--- src/inc/urbs_defines.svh ---
// urbs_defines.svh: offsets, field positions, reset values and timing counts
// for the serial port modem-ready and line-break mirror block.
// assumes: included by bare name; holds definitions only.
`ifndef URBS_DEFINES_SVH
`define URBS_DEFINES_SVH

// byte addresses on the register bus
`define URBS_ADR_FIFO_CTRL      32'h5000_1008
`define URBS_ADR_LINE_CTRL      32'h5000_100C
`define URBS_ADR_MODEM_CTRL     32'h5000_1010
`define URBS_ADR_MIRROR_RDY     32'h5000_108C
`define URBS_ADR_MIRROR_BRK     32'h5000_1090

// reset values
`define URBS_RST_MODEM_CTRL     8'h00
`define URBS_RST_LINE_CTRL      8'h00
`define URBS_RST_FIFO_CTRL      8'h00

// writable bit masks
`define URBS_MASK_MODEM_CTRL    8'h7F
`define URBS_MASK_LINE_CTRL     8'hFF
`define URBS_MASK_FIFO_CTRL     8'hC9

// modem control fields
`define URBS_MCR_RDY            1
`define URBS_MCR_LOOP           4
`define URBS_MCR_AUTO           5
`define URBS_MCR_IR             6

// line control and fifo control fields
`define URBS_LCR_BRK            6
`define URBS_FCR_EN             0
`define URBS_FCR_TRIG_HI        7
`define URBS_FCR_TRIG_LO        6

// mirror register bit
`define URBS_MIRROR_BIT         0

// receive fifo depth and trigger fill levels
`define URBS_FIFO_DEPTH         5'd16
`define URBS_TRIG_ONE           5'd1
`define URBS_TRIG_QUARTER       5'd4
`define URBS_TRIG_HALF          5'd8
`define URBS_TRIG_NEAR_FULL     5'd14

// infrared break pulse train: last count of the 16-cycle period, and low width in clock cycles
`define URBS_IR_PERIOD_CYC      4'd15
`define URBS_IR_LOW_CYC         4'd3

`endif

--- src/inc/urbs_pkg.sv ---
// urbs_pkg: types of the modem-ready and line-break mirror block.
// assumes: constants come from urbs_defines.svh.
package urbs_pkg;

	typedef enum logic [1:0] {
		URBS_BUS_IDLE = 2'b01,
		URBS_BUS_ACK  = 2'b10
	} urbs_bus_t;

	typedef struct packed {
		urbs_bus_t   bus;
		logic [31:0] dat;
		logic        ack;
		logic [7:0]  modem_control_reg;
		logic [7:0]  line_control_reg;
		logic [7:0]  fifo_control_reg;
		logic        rts_n;
		logic        ser_out;
		logic        ir_out_n;
		logic        lb_rdy;
		logic        lb_rx;
	} urbs_state_t;

	typedef struct packed {
		logic [3:0] cnt;
		logic       pulse_n;
	} urbs_ir_state_t;

endpackage : urbs_pkg

--- src/design/urbs_ir_pulse.sv ---
// urbs_ir_pulse: free pulse train for the infrared output during break.
// assumes: en is a registered level; output low for low_cyc of each period.
`timescale 1ns/1ps
`include "urbs_defines.svh"

module urbs_ir_pulse (
	input  wire logic clk,
	input  wire logic rst_n,
	input  wire logic en,
	output logic      pulse_n
);
	import urbs_pkg::*;

	urbs_ir_state_t q;
	urbs_ir_state_t d;

	always_comb begin
		d = q;
		if (!en) begin
			d.cnt     = 4'h0;
			d.pulse_n = 1'b1;
		end else begin
			// counter restarts each period so the pulse repeats for the whole break
			if (q.cnt >= `URBS_IR_PERIOD_CYC)
				d.cnt = 4'h0;
			else
				d.cnt = q.cnt + 4'h1;
			d.pulse_n = (q.cnt >= `URBS_IR_LOW_CYC);
		end
	end

	always_ff @(posedge clk) begin
		if (!rst_n) begin
			q.cnt     <= 4'h0;
			q.pulse_n <= 1'b1;
		end else begin
			q <= d;
		end
	end

	assign pulse_n = q.pulse_n;

endmodule : urbs_ir_pulse

--- src/design/urbs_ctrl.sv ---
// urbs_ctrl: modem-ready and line-break control with mirror registers,
// reached over a classic wishbone slave with 32-bit data.
// assumes: framing logic supplies the serial and infrared bit streams and the
// receive fifo fill; all inputs are synchronous to clk.
//
// Added by the designer: the Wishbone slave port.
`timescale 1ns/1ps
`include "urbs_defines.svh"

module urbs_ctrl #(
	parameter bit AUTO_FLOW_OPTION = 1'b1
) (
	input  wire logic        clk,
	input  wire logic        rst_n,
	input  wire logic        wb_cyc_i,
	input  wire logic        wb_stb_i,
	input  wire logic        wb_we_i,
	input  wire logic [31:0] wb_adr_i,
	input  wire logic [31:0] wb_dat_i,
	input  wire logic [3:0]  wb_sel_i,
	output logic [31:0]      wb_dat_o,
	output logic             wb_ack_o,
	input  wire logic [4:0]  rx_fifo_level,
	input  wire logic        tx_serial_in,
	input  wire logic        ir_serial_in_n,
	output logic             modem_ready_n,
	output logic             ser_out,
	output logic             ir_out_n,
	output logic             loop_modem_ready,
	output logic             loop_rx_in
);
	import urbs_pkg::*;

	urbs_state_t q;
	urbs_state_t d;
	logic        ir_pulse_n;
	logic        ir_burst;

	// read mux; single storage per bit keeps both views identical
	function automatic logic [31:0] rd_word(
		input logic [31:0] adr,
		input logic [7:0]  modem_control_reg,
		input logic [7:0]  line_control_reg,
		input logic [7:0]  fifo_control_reg
	);
		logic [31:0] w;
		w = 32'h0000_0000;
		case (adr)
			`URBS_ADR_MODEM_CTRL: begin
				w[7:0] = modem_control_reg;
			end
			`URBS_ADR_LINE_CTRL: begin
				w[7:0] = line_control_reg;
			end
			`URBS_ADR_FIFO_CTRL: begin
				w[7:0] = fifo_control_reg;
			end
			`URBS_ADR_MIRROR_RDY: begin
				w[`URBS_MIRROR_BIT] = modem_control_reg[`URBS_MCR_RDY];
			end
			`URBS_ADR_MIRROR_BRK: begin
				w[`URBS_MIRROR_BIT] = line_control_reg[`URBS_LCR_BRK];
			end
			default: begin
				// unmapped reads answer zero
				w = 32'h0000_0000;
			end
		endcase
		return w;
	endfunction : rd_word

	// receive trigger fill level from the two-bit field
	function automatic logic [4:0] trig_level(
		input logic [1:0] sel
	);
		logic [4:0] lvl;
		lvl = `URBS_TRIG_ONE;
		case (sel)
			2'b00: begin
				lvl = `URBS_TRIG_ONE;
			end
			2'b01: begin
				lvl = `URBS_TRIG_QUARTER;
			end
			2'b10: begin
				lvl = `URBS_TRIG_HALF;
			end
			2'b11: begin
				lvl = `URBS_TRIG_NEAR_FULL;
			end
			default: begin
				lvl = `URBS_TRIG_ONE;
			end
		endcase
		return lvl;
	endfunction : trig_level

	logic       req;
	logic       wr_lane0;
	logic       loop_on;
	logic       brk_on;
	logic       auto_on;
	logic       rx_over;
	logic [4:0] trig;

	always_comb begin
		d        = q;
		req      = wb_cyc_i & wb_stb_i;
		wr_lane0 = req & wb_we_i & wb_sel_i[0];
		d.ack    = 1'b0;

		case (q.bus)
			URBS_BUS_IDLE: begin
				if (req) begin
					d.bus = URBS_BUS_ACK;
					d.ack = 1'b1;
					d.dat = rd_word(wb_adr_i, q.modem_control_reg, q.line_control_reg, q.fifo_control_reg);
					if (wr_lane0) begin
						case (wb_adr_i)
							`URBS_ADR_MODEM_CTRL: begin
								d.modem_control_reg = wb_dat_i[7:0] & `URBS_MASK_MODEM_CTRL;
							end
							`URBS_ADR_LINE_CTRL: begin
								d.line_control_reg = wb_dat_i[7:0] & `URBS_MASK_LINE_CTRL;
							end
							`URBS_ADR_FIFO_CTRL: begin
								d.fifo_control_reg = wb_dat_i[7:0] & `URBS_MASK_FIFO_CTRL;
							end
							`URBS_ADR_MIRROR_RDY: begin
								// upper bits dropped on purpose
								d.modem_control_reg[`URBS_MCR_RDY] = wb_dat_i[`URBS_MIRROR_BIT];
							end
							`URBS_ADR_MIRROR_BRK: begin
								d.line_control_reg[`URBS_LCR_BRK] = wb_dat_i[`URBS_MIRROR_BIT];
							end
							default: begin
								// unmapped writes are acknowledged and dropped
								d.modem_control_reg = q.modem_control_reg;
							end
						endcase
					end
				end
			end
			URBS_BUS_ACK: begin
				// one idle cycle after each ack so a held strobe is not taken twice
				d.bus = URBS_BUS_IDLE;
			end
			default: begin
				d.bus = URBS_BUS_IDLE;
			end
		endcase

		loop_on = q.modem_control_reg[`URBS_MCR_LOOP];
		brk_on  = q.line_control_reg[`URBS_LCR_BRK];
		auto_on = AUTO_FLOW_OPTION & q.modem_control_reg[`URBS_MCR_AUTO] & q.fifo_control_reg[`URBS_FCR_EN];
		trig    = trig_level(q.fifo_control_reg[`URBS_FCR_TRIG_HI:`URBS_FCR_TRIG_LO]);
		rx_over = (rx_fifo_level >= trig);

		// ready output
		if (loop_on)
			d.rts_n = 1'b1;
		else if (auto_on && rx_over)
			d.rts_n = 1'b1;
		else
			d.rts_n = ~q.modem_control_reg[`URBS_MCR_RDY];
		d.lb_rdy = q.modem_control_reg[`URBS_MCR_RDY];

		// serial line; loopback keeps the pin idle high
		if (loop_on)
			d.ser_out = 1'b1;
		else if (brk_on)
			d.ser_out = 1'b0;
		else
			d.ser_out = tx_serial_in;
		d.lb_rx = brk_on ? 1'b0 : tx_serial_in;

		// infrared output idles high unless infrared mode is on and loopback is off
		if (loop_on || !q.modem_control_reg[`URBS_MCR_IR])
			d.ir_out_n = 1'b1;
		else if (brk_on)
			d.ir_out_n = ir_pulse_n;
		else
			d.ir_out_n = ir_serial_in_n;
	end

	// burst enable comes from registered control, not the bus, to keep it glitch free
	assign ir_burst = q.modem_control_reg[`URBS_MCR_IR] & q.line_control_reg[`URBS_LCR_BRK] & ~q.modem_control_reg[`URBS_MCR_LOOP];

	urbs_ir_pulse u_ir_pulse (
		.clk     (clk),
		.rst_n   (rst_n),
		.en      (ir_burst),
		.pulse_n (ir_pulse_n)
	);

	always_ff @(posedge clk) begin
		if (!rst_n) begin
			q.bus      <= URBS_BUS_IDLE;
			q.dat      <= 32'h0000_0000;
			q.ack      <= 1'b0;
			q.modem_control_reg      <= `URBS_RST_MODEM_CTRL;
			q.line_control_reg      <= `URBS_RST_LINE_CTRL;
			q.fifo_control_reg      <= `URBS_RST_FIFO_CTRL;
			q.rts_n    <= 1'b1;
			q.ser_out  <= 1'b1;
			q.ir_out_n <= 1'b1;
			q.lb_rdy   <= 1'b0;
			q.lb_rx    <= 1'b1;
		end else begin
			q <= d;
		end
	end

	assign wb_dat_o         = q.dat;
	assign wb_ack_o         = q.ack;
	assign modem_ready_n    = q.rts_n;
	assign ser_out          = q.ser_out;
	assign ir_out_n         = q.ir_out_n;
	assign loop_modem_ready = q.lb_rdy;
	assign loop_rx_in       = q.lb_rx;

endmodule : urbs_ctrl

--- config.mk ---
export PLATFORM = sky130hd
export DESIGN_NAME = urbs_ctrl
export DESIGN_NICKNAME = d
export VERILOG_FILES = /design/src/inc/urbs_pkg.sv /design/src/design/urbs_ir_pulse.sv /design/src/design/urbs_ctrl.sv
export VERILOG_INCLUDE_DIRS = /design/src /design/src/inc
export SDC_FILE = /design/constraint.sdc
export NUM_CORES = 1
export LEC_CHECK = 0
export BUFFER_PORTS_ARGS = -buffer_cell sky130_fd_sc_hd__buf_4
export CAP_MARGIN = 30
export CORE_AREA = 2 2 87 89
export CTS_CLUSTER_DIAMETER = 80
export CTS_CLUSTER_SIZE = 25
export DETAILED_ROUTE_END_ITERATION = 10
export DIE_AREA = 0 0 89 91
export HOLD_SLACK_MARGIN = 0.03
export PLACE_DENSITY = 0.59
export REMOVE_ABC_BUFFERS = 1
export SYNTH_ARGS = -nofsm -noshare
export SYNTH_HDL_FRONTEND = slang
export SYNTH_HIERARCHICAL = 1
export SYNTH_SLANG_ARGS = --single-unit
--- constraint.sdc ---
create_clock -name clk -period 2.1 [get_ports clk]
set_input_delay 0.42 -clock clk [delete_from_list [all_inputs] [get_ports clk]]
set_output_delay 0.42 -clock clk [all_outputs]
set_load 0.02 [all_outputs]
**Word-level counts from Yosys, hierarchy flattened**

Cells that the tools add are included.
Widths: inputs -> output; s select.

- Reduce and logical (&&, ||, !) cells: 18
- Bitwise logic cells: 10
- Multiplexer cells: 14
- Magnitude comparators: 3
- Equal/unequal tests: 9
- Add/subtract/negate cells: 1

Operator list:

| kind | count |
|---|---|
| $eq 32x31->1 const B | 5 |
| $mux 25 | 1 |
| $mux 24 | 1 |
| $pmux 7 s3 | 1 |
| $pmux 5 s4 | 1 |
| $reduce_and 4->1 | 5 |
| $mux 8 | 1 |
| $and 1x1->1 | 6 |
| $mux 6 | 1 |
| $reduce_and 2->1 | 3 |
| $reduce_or 3->1 | 2 |
| $ge 5x5->1 | 1 |
| $mux 5 | 1 |
| $pmux 1 s5 | 1 |
| $add 4x1->4 const B | 1 |
| $eq 2x1->1 const B | 2 |
| $eq 2x2->1 const B | 2 |
| $ge 4x2->1 const B | 1 |
| $ge 4x4->1 const B | 1 |
| $mux 1 | 4 |
| $not 1->1 | 4 |
| $pmux 1 s2 | 2 |
| $reduce_bool 2->1 | 2 |
| $reduce_or 2->1 | 2 |
| 4 further kinds | 4 |

- Register bits: 40
- Input port bits: 80
- Output and inout port bits: 38
- Word-level logic and storage cells: 70

**Logic depth before layout (Yosys ltp)**

Gate-level depths: netlist (run 1).

- Depth in word-level cells: 5
- Gate-level depth with buffers: 7
- Mapped depth without buffers: 7

**By module**

The synthesis (run 1) kept the hierarchy.

By module, submodules not included:

| module | times used | sequential area each (µm²) | cells each | area each (µm²) |
|---|---|---|---|---|
| urbs_ctrl | 1 | 700.7 | 217 | 1,925.6 |
| urbs_ir_pulse | 1 | 100.1 | 18 | 183.9 |

**Worst setup path before layout (run 1)**

OpenSTA, ideal clock, no wires.

- Path kind: input-to-reg
- Start point: input wb_adr_i[8]
- End point: register q[13] (netlist bit)
- Setup time: 0.119 ns
- Data arrival time: 1.810 ns
- Stages: 6
- Required time: 1.981 ns
- Buffers on the path: 1
- Slack: 0.170 ns
- Cells stage by stage: nor4_1 -> nand4_1 -> nand4b_4 -> or4_1 -> buf_4 -> mux2i_1

- Cells in the longest elaborated chain, start to end: 2

Ends and longest elaborated chain:

| item | line | RTL |
|---|---|---|
| start, declared | urbs_ctrl.sv:18 | `input wire logic [31:0] wb_adr_i,` |
| $eq 32x31->1 | urbs_ctrl.sv:119 | `case (wb_adr_i)` |
| $reduce_and 4->1 (no line) | n/a |  |
| end, declared | urbs_ctrl.sv:34 | `urbs_state_t q;` |

Every way passes these cells.
A chain may end at the register's enable or synchronous reset.

**Final worst setup path (run 1)**

- Start point: register q[11] (netlist bit)
- End point: register q (netlist bit modem_ready_n)

- Cells in the longest elaborated chain, start to end: 5
- Elaborated cells on any way between the ends: 8
- Those cells by class: order compare (1); eq/ne (3); mux (1); reduce/logical (3)

Ends and longest elaborated chain:

| item | line | RTL |
|---|---|---|
| $eq 2x2->1, or another cell as far along | urbs_ctrl.sv:78 | `case (sel)` |
| $pmux 5 s4 * | urbs_ctrl.sv:78 |  |
| $ge 5x5->1 * | urbs_ctrl.sv:157 | `rx_over = (rx_fifo_level >= trig);` |
| $logic_and 1x1->1 * | urbs_ctrl.sv:162 | `else if (auto_on && rx_over)` |
| $reduce_or 3->1 (no line) * | n/a |  |

Every way passes the cells marked *; elsewhere a longest branch is shown, timed or not. The select of a mux whose other input is x is not followed.

==> impl_results.md, run 1 <==
* DR pass1 iterations at 4
* Area post-placement at 0.00264 mm2
* Power Density at 588 mW/mm2
* Fmax at 518 MHz
* Final worst-path cycle share at 0.920
* Reg clk slew, reported paths at 0.08 ns
* Core area at between 0.007 and 0.008 mm2
* RSZ-0062 raised after global routing: false
* Synthesis-stage register bit count at 40
* Crit. End Element: flop
* IO Count at 118
* Number of flops mapped to enable cells by yosys at 0
* Post-route cell area at 0.00276 mm2
* Crit path launch type: flop
* Syn Area/Cell at 8.98 um2
* PostCTS Resize Cnt at 0
* Worst Hold Launch: ir_serial_in_n
* Hold Path End: ir_out_n$_SDFF_PP1_
* FF/Latch Area at 801 um2
* Overall Global Routing Usage at 0.128
* Total Power at 1620 uW
* Port bufs at 66
* RePlAce Congestion at 0.808
* Final setup fails at 0
* Synth top area cells: dfxtp_1 (38%), buf_4 (12%), mux2i_1 (10%), nand2_1 (6.8%), ha_1 (3.0%)
* Reg-to-Reg Start: q[11]$_SDFFE_PN0P_
* Starting density of the core at 0.296
* LEAKAGE at around 0.0012 uW
* Initial antenna violation count at 0
* Synthesized netlist cell count at 235
* Filler Cell Count at 755
* Outcome: finished, final reports clean
* CP max FO at 5
* CTS H-tree lvls at 2
* Crit path required time at 2.26 ns
* Final ANT Viol Nets at 0
* Footprint of the multi-input gates at about 0.0011 mm2
* CTS tree: yes
* CTS root buffer: clkbuf_8
* Fin. max-slew vios at 0
* Diode count at 0
* Minimum clock period at 1.93 ns
* Number of nets in the layout at about 400
* Final hold violations at 0
* # hold bufs at CTS at 0
* Worst hold path depth at 3
* Die Ht at 91 um
* Final HPWL DP at 3980 um
* Post-synth top flop: dfxtp_1
* Share of the synthesized area in the top cell type at 0.380
* YS warnings at 6
* Mapped Area at 0.00211 mm2
* Post-route DRC at 0
* DR iter-0 viols at 64
* Yosys top cell by area: dfxtp_1
* Area growth, synth to finish at 31.0%
* Flop2flop setup slack at 0.17 ns
* Skew-Pair Late Insertion Delay at 0.30 ns
* Via count at approximately 1800
* Register area share after synthesis at 0.380
* Async set-reset flop share out of synthesis at 0
* Vias in the first global route at around 1700
* Setup bufs post-CTS at 0
* Die Span X at 89 um
* Routed WL per cell at around 12 um
* Max cap viols at 0
* # clock sinks at 40
* Hold Path Class: input pin to flop
* Row cnt at 31
* Inserted Clock Buffers at 5
* Reg2reg end: modem_ready_n$_SDFF_PP1_
* Total Wirelength at 4940 um
* Max VDD drop at 242 uV
* Die area at 0.00810 mm2
* Global-route wire length before repair at 8080 um
* GRT Residual Overflow at 0
* WP data arrival at 2.09 ns
* Yosys cell types at 40
* Drt via density at 4.47
* Setup CP Type: flop to flop
* Final Util at 0.387
* Clock buffer depth at 2
* Share of layout cells above drive strength 1 at 0.320
* Hold WS at 0.357 ns
* R2R depth at 7
* Clk_skew at 0.00926 ns
* Largest net degree at the start of global routing at 20
critical path: stages, from the launching register on:
cell      delay (ns)
dfxtp_1         0.44
nor2_1          0.08
ha_1            0.26
nand2b_1        0.14
a21o_1          0.18
a21o_1          0.17
a211oi_1        0.36
o211ai_1        0.16
per-layer routing:
metal / vias to the layer above / GRT usage / wire length [um]
li1: 905 / - / -
met1: 810 / 0.154 / 2090
met2: 86 / 0.210 / 2340
met3: 9 / 0.0382 / 402
met4: 0 / 0.0485 / 115
met5: - / 0 / 0
Yosys cell counts, types with 2 or more instances:
master,instances
mux2i_1,21
a31oi_1,4
clkbuf_1,6
nor4b_2,4
nand2_1,38
a22oi_1,6
o221a_2,2
nor2b_1,2
a21oi_1,4
buf_4,33
dfxtp_1,40
nand3_1,4
nor3_1,4
or3_1,2
ha_1,5
inv_1,9
and3_1,2
nor4_1,4
o21ai_0,8
a22o_1,3
a21o_1,2
nor2_1,9
and2_1,4
or2_2,2
or4_1,2
cell usage in the layout (no fill, tap or decap), types with 2 or more instances in the layout:
cell	synthesis	routed
or2_2	2	2
mux2i_1	21	21
conb_1	1	24
nand2_1	38	38
o21ai_0	8	8
nor4_1	4	4
buf_4	33	79
and2_1	4	4
dfxtp_1	40	40
a22o_1	3	3
a21o_1	2	2
nor2_1	9	9
and3_1	2	2
inv_1	9	9
ha_1	5	5
a21oi_1	4	4
nor3_1	4	4
or3_1	2	2
a31oi_1	4	4
o221a_2	2	2
or4_1	2	2
nor4b_2	4	4
nand3_1	4	4
nor2b_1	2	2
clkbuf_8	0	6
a22oi_1	6	6
per-stage QoR:
| step | std cells | setup TNS, ns | setup slack [ns] |
|---|---|---|---|
| after floorplan | 219 | 0 | 0.0870 |
| after global placement | 397 | -0.166 | -0.0346 |
| after detailed placement | 397 | -0.706 | -0.0826 |
| after CTS | 405 | 0 | 0.114 |
| after global routing | 405 | 0 | 0.0235 |
| final | 405 | 0 | 0.169 |
cells by family (layout without fill, tap and decap cells):
logic type | count (synthesis) | in the layout | share of synthesized area
other | 1 | 24 | 0.00178
xor gates and xnor gates | 1 | 1 | 0.00415
AOI/OAI and AO/OA | 34 | 34 | 0.110
adders and majority gates | 5 | 5 | 0.0297
DFF | 40 | 40 | 0.380
muxes | 21 | 21 | 0.0996
buffers and inverters | 48 | 96 | 0.144
and+or+nand+nor | 85 | 85 | 0.231
registers in the layout, indices dropped and copies added, names as in the netlist:
name                flops
brk_on                  1
d                       1
ir_out_n                1
loop_modem_ready        1
loop_on                 1
loop_rx_in              1
modem_ready_n           1
q                      18
ser_out                 1
u_ir_pulse/pulse_n      1
u_ir_pulse/q            4
wb_ack_o                1
wb_dat_o                8
how the worst max path moves through the flow:
| stage | slack, ns | to | startpoint | cells past startpoint |
|---|---|---|---|---|
| 4_1_cts | 0.11 | modem_ready_n$_SDFF_PP1_ | q[11]$_SDFFE_PN0P_ | 7 |
| 6_report | 0.17 | modem_ready_n$_SDFF_PP1_ | q[11]$_SDFFE_PN0P_ | 7 |
| 5_1_grt | 0.02 | modem_ready_n$_SDFF_PP1_ | q[11]$_SDFFE_PN0P_ | 7 |
| 3_3_place_gp | -0.03 | q[14]$_SDFFE_PN0P_ | wb_adr_i[8] | 7 |
| 2_1_floorplan | 0.09 | q[13]$_SDFFE_PN0P_ | wb_adr_i[8] | 5 |
| 3_5_place_dp | -0.08 | q[16]$_SDFFE_PN0P_ | wb_adr_i[8] | 7 |
cell type report:
| cell class | instances | share of cell area |
|---|---|---|
| clock buffers | 6 | 0.0299 |
| clock inverters | 2 | 0.0140 |
| inverters | 9 | 0.0122 |
| multi-input cells | 170 | 0.395 |
| flip-flops and latches | 40 | 0.290 |
| well taps | 99 | 0.0448 |
| repair buffers | 79 | 0.215 |
power breakdown:
group	internal [uW]	switching, uW
combinational	91.3	108
clock	388	274
sequential	762	0.856
Note: power is estimated with default switching activity, not from simulation.
==> inputs of run 2 (changes only) <==
--- a/config.mk
+++ b/config.mk
@@ -7,12 +7,13 @@
 export NUM_CORES = 1
 export LEC_CHECK = 0
 export BUFFER_PORTS_ARGS = -buffer_cell sky130_fd_sc_hd__buf_4
-export CAP_MARGIN = 30
+export CAP_MARGIN = 10
 export CORE_AREA = 2 2 87 89
 export CTS_CLUSTER_DIAMETER = 80
 export CTS_CLUSTER_SIZE = 25
 export DETAILED_ROUTE_END_ITERATION = 10
 export DIE_AREA = 0 0 89 91
+export GPL_TIMING_DRIVEN = 0
 export HOLD_SLACK_MARGIN = 0.03
 export PLACE_DENSITY = 0.59
 export REMOVE_ABC_BUFFERS = 1
==> impl_results.md, run 2 (same netlist as run 1, synthesis figures left out) <==
* Final setup fails at 0 (unchanged)
* Crit path required time at 2.26 ns (about the same)
* Crit. End Element: flop
* Diode count at 0 (unchanged)
* Setup CP Type: flop to flop
* CTS tree: yes
* Max VDD drop at 227 uV (-6.3%)
* Most flops, register: q
* Flop pwr share at 0.490 (+0.020)
* Tightest Pin Transition at 0.624 ns
* Number of flip-flops in the largest register at 18 (unchanged)
* Row cnt at 31 (unchanged)
* Vias in the first global route at 1640 (-5.2%)
* Final HPWL DP at 3680 um (-7.5%)
* Pre-CTS WS at -0.282 ns (-0.200 ns)
* Reg clk slew, reported paths at 0.07 ns (about the same)
* Die Ht at 91 um (unchanged)
* RSZ-0062 raised after global routing: true
* Largest net degree at the start of global routing at 35 (+75%)
* Number of nets in the layout at 377 (-3.3%)
* LEAKAGE at 0.00115 uW (-4.3%)
* CP max FO at 5 (unchanged)
* Total Wirelength at 4760 um (-3.6%)
* Final ANT Viol Nets at 0 (unchanged)
* Share of layout cells above drive strength 1 at 0.290 (-0.0302)
* Combinational share of power at 0.122 (about the same)
* DR pass1 iterations at 5 (+1)
* IO Count at 118 (unchanged)
* Port bufs at 66 (unchanged)
* Hold WS at 0.356 ns (-0.00124 ns)
* DR iter-0 viols at 57 (-11%)
* GRT Residual Overflow at 0 (unchanged)
* CTS root buffer: clkbuf_8
* Die Span X at 89 um (unchanged)
* Core area at 0.00714 mm2 (unchanged)
* CTS H-tree lvls at 2 (unchanged)
* Final worst-path cycle share at 0.911 (-0.00809)
* Post-route DRC at 0 (unchanged)
* Fin. max-slew vios at 0 (unchanged)
* Sw Pwr at 358 uW (-6.6%)
* Switching share of power at 0.230 (-0.00597)
* Hold Path Class: input pin to flop
* Max_slew headroom at 0.580
* Clk_skew at 0.00623 ns (-0.00303 ns)
* Drt via density at 4.44 (-0.68%)
* Initial antenna violation count at 0 (unchanged)
* Max cap viols at 0 (unchanged)
* Most frequent cells in the layout: buf_4 (66), dfxtp_1 (40), nand2_1 (38)
* Minimum clock period at 1.91 ns (-0.0170 ns)
* Skew-Pair Late Insertion Delay at 0.29 ns (about the same)
* Starting density of the core at 0.296 (unchanged)
* Via count at 1740 (-3.9%)
* Clock power frac at 0.387 (-0.021)
* Area growth, synth to finish at 26.3%
* Clock buffer depth at 2 (unchanged)
* # hold bufs at CTS at 0 (unchanged)
* Die area at 0.00810 mm2 (unchanged)
* WP data arrival at 2.07 ns (-0.02 ns)
* # clock sinks at 40 (unchanged)
* Routed WL per cell at 12.2 um (-0.43%)
* Outcome: finished, final reports clean
* Final WS setup at 0.186 ns (+0.0170 ns)
* Crit path launch type: flop
* RePlAce Congestion at 0.823 (+1.8%)
* Inserted Clock Buffers at 5 (unchanged)
* Overall Global Routing Usage at 0.116 (-0.0119)
* Internal cell power at 1200 uW (-3.4%)
* Power Density at 584 mW/mm2 (-0.61%)
* Global-route wire length before repair at 7490 um (-7.3%)
* Commonest non-fill, non-tap cell in the layout: buf_4
* Fmax at 522 MHz (+0.89%)
* Final hold violations at 0 (unchanged)
run 2: changes by cell type in the layout (fill, tap and decap cells not counted), sizes merged:
cell	change
buf	-13
run 2: through the flow:
step	power (uW)	setup TNS [ns]	cells	util	instance area (um2)
after floorplan	862	0	219	-	1930
final	1560	0	392	0.373	2670
after detailed placement	970	-3.06	384	0.357	2540
after CTS	1570	0	392	0.372	2650
after global placement	969	-3.15	384	0.357	2540
after global routing	1620	-0.00327	392	0.373	2670
run 2: power by group through the flow:
stage          clock, uW  sequential, uW  combinational [uW]
2_1_floorplan          0             785                77.0
3_3_place_gp           0             781                 188
3_5_place_dp           0             781                 189
4_1_cts              620             763                 190
5_1_grt              647             763                 208
6_report             603             763                 191
run 2: metal layers:
metal / track usage / vias to the layer above / wire length (um)
met5: 0 / - / 0
met4: 0.0522 / 0 / 97
met3: 0.0209 / 7 / 362
met2: 0.187 / 82 / 2200
met1: 0.147 / 770 / 2110
li1: - / 881 / -
run 2: worst max-delay path, cell delays in order, from the launching register on:
cell and delay [ns]:
dfxtp_1 0.42, nor2_1 0.08, ha_1 0.26, nand2b_1 0.14, a21o_1 0.17, a21o_1 0.18, a211oi_1 0.40, o211ai_1 0.14
run 2: cell type report:
cell class | instances | area [um2]
inverter | 9 | 33.8
multi-input combinational | 170 | 1100
fill | 743 | 4470
clock buffer | 6 | 72.6
sequential | 40 | 801
tap | 99 | 124
clock inverter | 2 | 35.0
timing repair buffer | 66 | 495
run 2: timing repair:
item                       in CTS  in global routing
resized for setup               0                  2
setup endpoints to repair       0                 10
setup buffers                   0                  0
run 2: final timing paths:
check	endpoint	depth (start not counted)	slack, ns	from
max	modem_ready_n$_SDFF_PP1_	7	0.19	q[11]$_SDFFE_PN0P_
min	ir_out_n$_SDFF_PP1_	3	0.36	ir_serial_in_n
max reg2reg	modem_ready_n$_SDFF_PP1_	7	0.19	q[11]$_SDFFE_PN0P_
min reg2reg	ir_out_n$_SDFF_PP1_	1	0.45	q[27]$_SDFFE_PN0P_
==> inputs of run 3 (changes only) <==
--- a/config.mk
+++ b/config.mk
@@ -15,8 +15,9 @@
 export DIE_AREA = 0 0 89 91
 export GPL_TIMING_DRIVEN = 0
 export HOLD_SLACK_MARGIN = 0.03
-export PLACE_DENSITY = 0.59
+export PLACE_DENSITY = 0.61
 export REMOVE_ABC_BUFFERS = 1
+export SETUP_SLACK_MARGIN = 0.4
 export SYNTH_ARGS = -nofsm -noshare
 export SYNTH_HDL_FRONTEND = slang
 export SYNTH_HIERARCHICAL = 1
==> constraint.sdc (replaced) <==
create_clock -name clk -period 1.67 [get_ports clk]
set_input_delay 0.334 -clock clk [delete_from_list [all_inputs] [get_ports clk]]
set_output_delay 0.334 -clock clk [all_outputs]
set_load 0.02 [all_outputs]
==> impl_results.md, run 3 (same netlist as run 1, synthesis figures left out) <==
* DR pass1 iterations at 5 (unchanged)
* IO Count at 118 (unchanged)
* Inserted Clock Buffers at 5 (unchanged)
* Most frequent cells in the layout: buf_4 (69), nand2_1 (37), dfxtp_1 (36)
* Fmax at 603 MHz (+15%)
* Number of flip-flops in the largest register at 18 (unchanged)
* Worst path max stage delay at 0.36 ns (-0.06 ns)
* Post-route DRC at 0 (unchanged)
* Die Ht at 91 um (unchanged)
* RePlAce Congestion at 0.852 (+3.5%)
* Hold Path End: ir_out_n$_SDFF_PP1_
* Vias in the first global route at 1723 (+5.1%)
* Commonest non-fill, non-tap cell in the layout: buf_4
* Post-route cell area at 0.00293 mm2 (+10%)
* Fin. max-slew vios at 0 (unchanged)
* Drt via density at 4.52 (+1.8%)
* Final worst-path cycle share at 0.993 (+0.0819)
* Crit path launch type: flop
* Worst-path cell chain: nor2_2 -> ha_1 -> nand2b_4 -> a21o_1 -> a21o_1 -> a211oi_2 -> o211ai_1
* Share of layout cells above drive strength 1 at 0.384 (+0.0935)
* Reg clk slew, reported paths at 0.08 ns (about the same)
* Final hold violations at 0 (unchanged)
* Starting density of the core at 0.296 (unchanged)
* Routed WL per cell at 12.4 um (+2.3%)
* Number of nets in the layout at 389 (+3.2%)
* Die area at 0.00810 mm2 (unchanged)
* Via count at 1825 (+4.9%)
* Port bufs at 66 (unchanged)
* Hold WS at 0.267 ns (-0.0891 ns)
* Core area at 0.00714 mm2 (unchanged)
* WP data arrival at 1.81 ns (-0.26 ns)
* Largest net degree at the start of global routing at 35 (unchanged)
* Final setup fails at 0 (unchanged)
* RSZ-0062 raised after global routing: true
* DR iter-0 viols at 83 (+46%)
* Global-route wire length before repair at 7830 um (+4.6%)
* Crit. End Element: flop
* Final HPWL DP at 3740 um (+1.5%)
* Clock buffer depth at 2 (unchanged)
* GRT Residual Overflow at 0 (unchanged)
* Total Wirelength at 5020 um (+5.5%)
* Worst hold path depth at 3 (unchanged)
* Worst Hold Launch: ir_serial_in_n
* Setup CP Type: flop to flop
* CTS H-tree lvls at 2 (unchanged)
* Clk_skew at 0.00616 ns (-0.0000791 ns)
* Hold Path Class: input pin to flop
* Reg-to-Reg Start: q[12]$_SDFFE_PN0P_
* Max cap viols at 0 (unchanged)
* # hold bufs at CTS at 0 (unchanged)
* CP delay by family, top: compound AO/OA/AOI/OAI gates
* Total Power at 2000 uW (+29%)
* Filler Cell Count at 709 (-4.6%)
* Initial antenna violation count at 0 (unchanged)
* Slowest stage cell, crit path: dfxtp_4
* Minimum clock period at 1.66 ns (-0.255 ns)
* Worst path most repeated cell: a21o_1
* Reg2reg end: modem_ready_n$_SDFF_PP1_
* Row cnt at 31 (unchanged)
* Most flops, register: q
* Flop2flop setup slack at 0.01 ns (-0.17 ns)
* Power Density at 682 mW/mm2 (+17%)
* Die Span X at 89 um (unchanged)
* Skew-Pair Late Insertion Delay at 0.29 ns (about the same)
* Max VDD drop at 414 uV (+82%)
* # clock sinks at 40 (unchanged)
* Crit path required time at 1.82 ns (-0.44 ns)
* LEAKAGE at 0.00128 uW (+11%)
* CTS tree: yes
* Outcome: finished, final reports clean
* Area growth, synth to finish at 39.1%
* R2R depth at 7 (unchanged)
* Overall Global Routing Usage at 0.122 (+0.00663)
* CTS root buffer: clkbuf_8
* Worst path bufs/invs at 0 (unchanged)
* Area post-placement at 0.00254 mm2 (unchanged)
* Final ANT Viol Nets at 0 (unchanged)
* Diode count at 0 (unchanged)
* CP max FO at 3 (-2)
-- run 3: changes by cell type in the layout (fill, tap and decap cells not counted), moves of 3 or more --
cell	before	now
nor2_1	9	6
dfxtp_4	0	3
dfxtp_1	40	36
buf_6	0	9
o21ai_0	8	2
nor2_2	0	3
nor4_1	4	0
o21ai_1	0	5
buf_4	66	69
-- run 3: worst reg2reg max path, stage by stage, from the launching register on --
cell	delay (ns)
dfxtp_4	0.36
nor2_2	0.10
ha_1	0.22
nand2b_4	0.13
a21o_1	0.15
a21o_1	0.16
a211oi_2	0.23
o211ai_1	0.16
-- run 3: metrics by stage --
stage	TNS, ns	cells	utilization	setup slack (ns)
CTS	-0.00330	401	0.399	-0.00330
global placement	-12.02	384	0.357	-0.622
detailed placement	-11.87	384	0.357	-0.626
floorplan	-2.34	219	-	-0.257
finish	0	404	0.411	0.0110
global route	-0.585	404	0.411	-0.0659
-- run 3: metal layers --
| metal | part of all wire | vias up | track usage |
|---|---|---|---|
| met5 | 0 | - | 0 |
| met1 | 0.41 | 826 | 0.151 |
| li1 | - | 905 | - |
| met3 | 0.076 | 6 | 0.0255 |
| met2 | 0.50 | 88 | 0.203 |
| met4 | 0.014 | 0 | 0.0510 |
-- run 3: power breakdown --
| group | leakage [uW] | switching [uW] | internal, uW |
|---|---|---|---|
| Clock | 0.0000541 | 339 | 442 |
| Sequential | 0.000326 | 1.10 | 953 |
| Combinational | 0.000897 | 147 | 120 |
-- run 3: worst max path at each step --
stage	from	endpoint	slack, ns	cells after the start
after floorplan	wb_adr_i[8]	q[13]$_SDFFE_PN0P_	-0.26	5
after global placement	wb_adr_i[8]	q[14]$_SDFFE_PN0P_	-0.62	6
after detailed placement	wb_adr_i[6]	q[14]$_SDFFE_PN0P_	-0.63	6
after CTS	q[12]$_SDFFE_PN0P_	modem_ready_n$_SDFF_PP1_	-0.003	7
after global routing	wb_adr_i[24]	wb_dat_o[7]$_SDFFE_PN0P_	-0.07	7
final	q[12]$_SDFFE_PN0P_	modem_ready_n$_SDFF_PP1_	0.01	7
-- run 3: layout make-up --
class / count / area [um2] / share of cell area
inverter: 9 / 33.8 / 0.0115
sequential: 40 / 813 / 0.277
timing repair buffer: 78 / 619 / 0.211
clock inverter: 3 / 42.5 / 0.0145
tap: 99 / 124 / 0.0422
multi-input combinational: 170 / 1230 / 0.420
clock buffer: 5 / 68.8 / 0.0235
-- run 3: what timing repair did --
item                                    CTS  global route
endpoints found under the setup margin   29            29
gates resized for setup                  35            11
pin swaps                                16             3
buffers inserted                          9             3
endpoints found under the hold margin     0             0
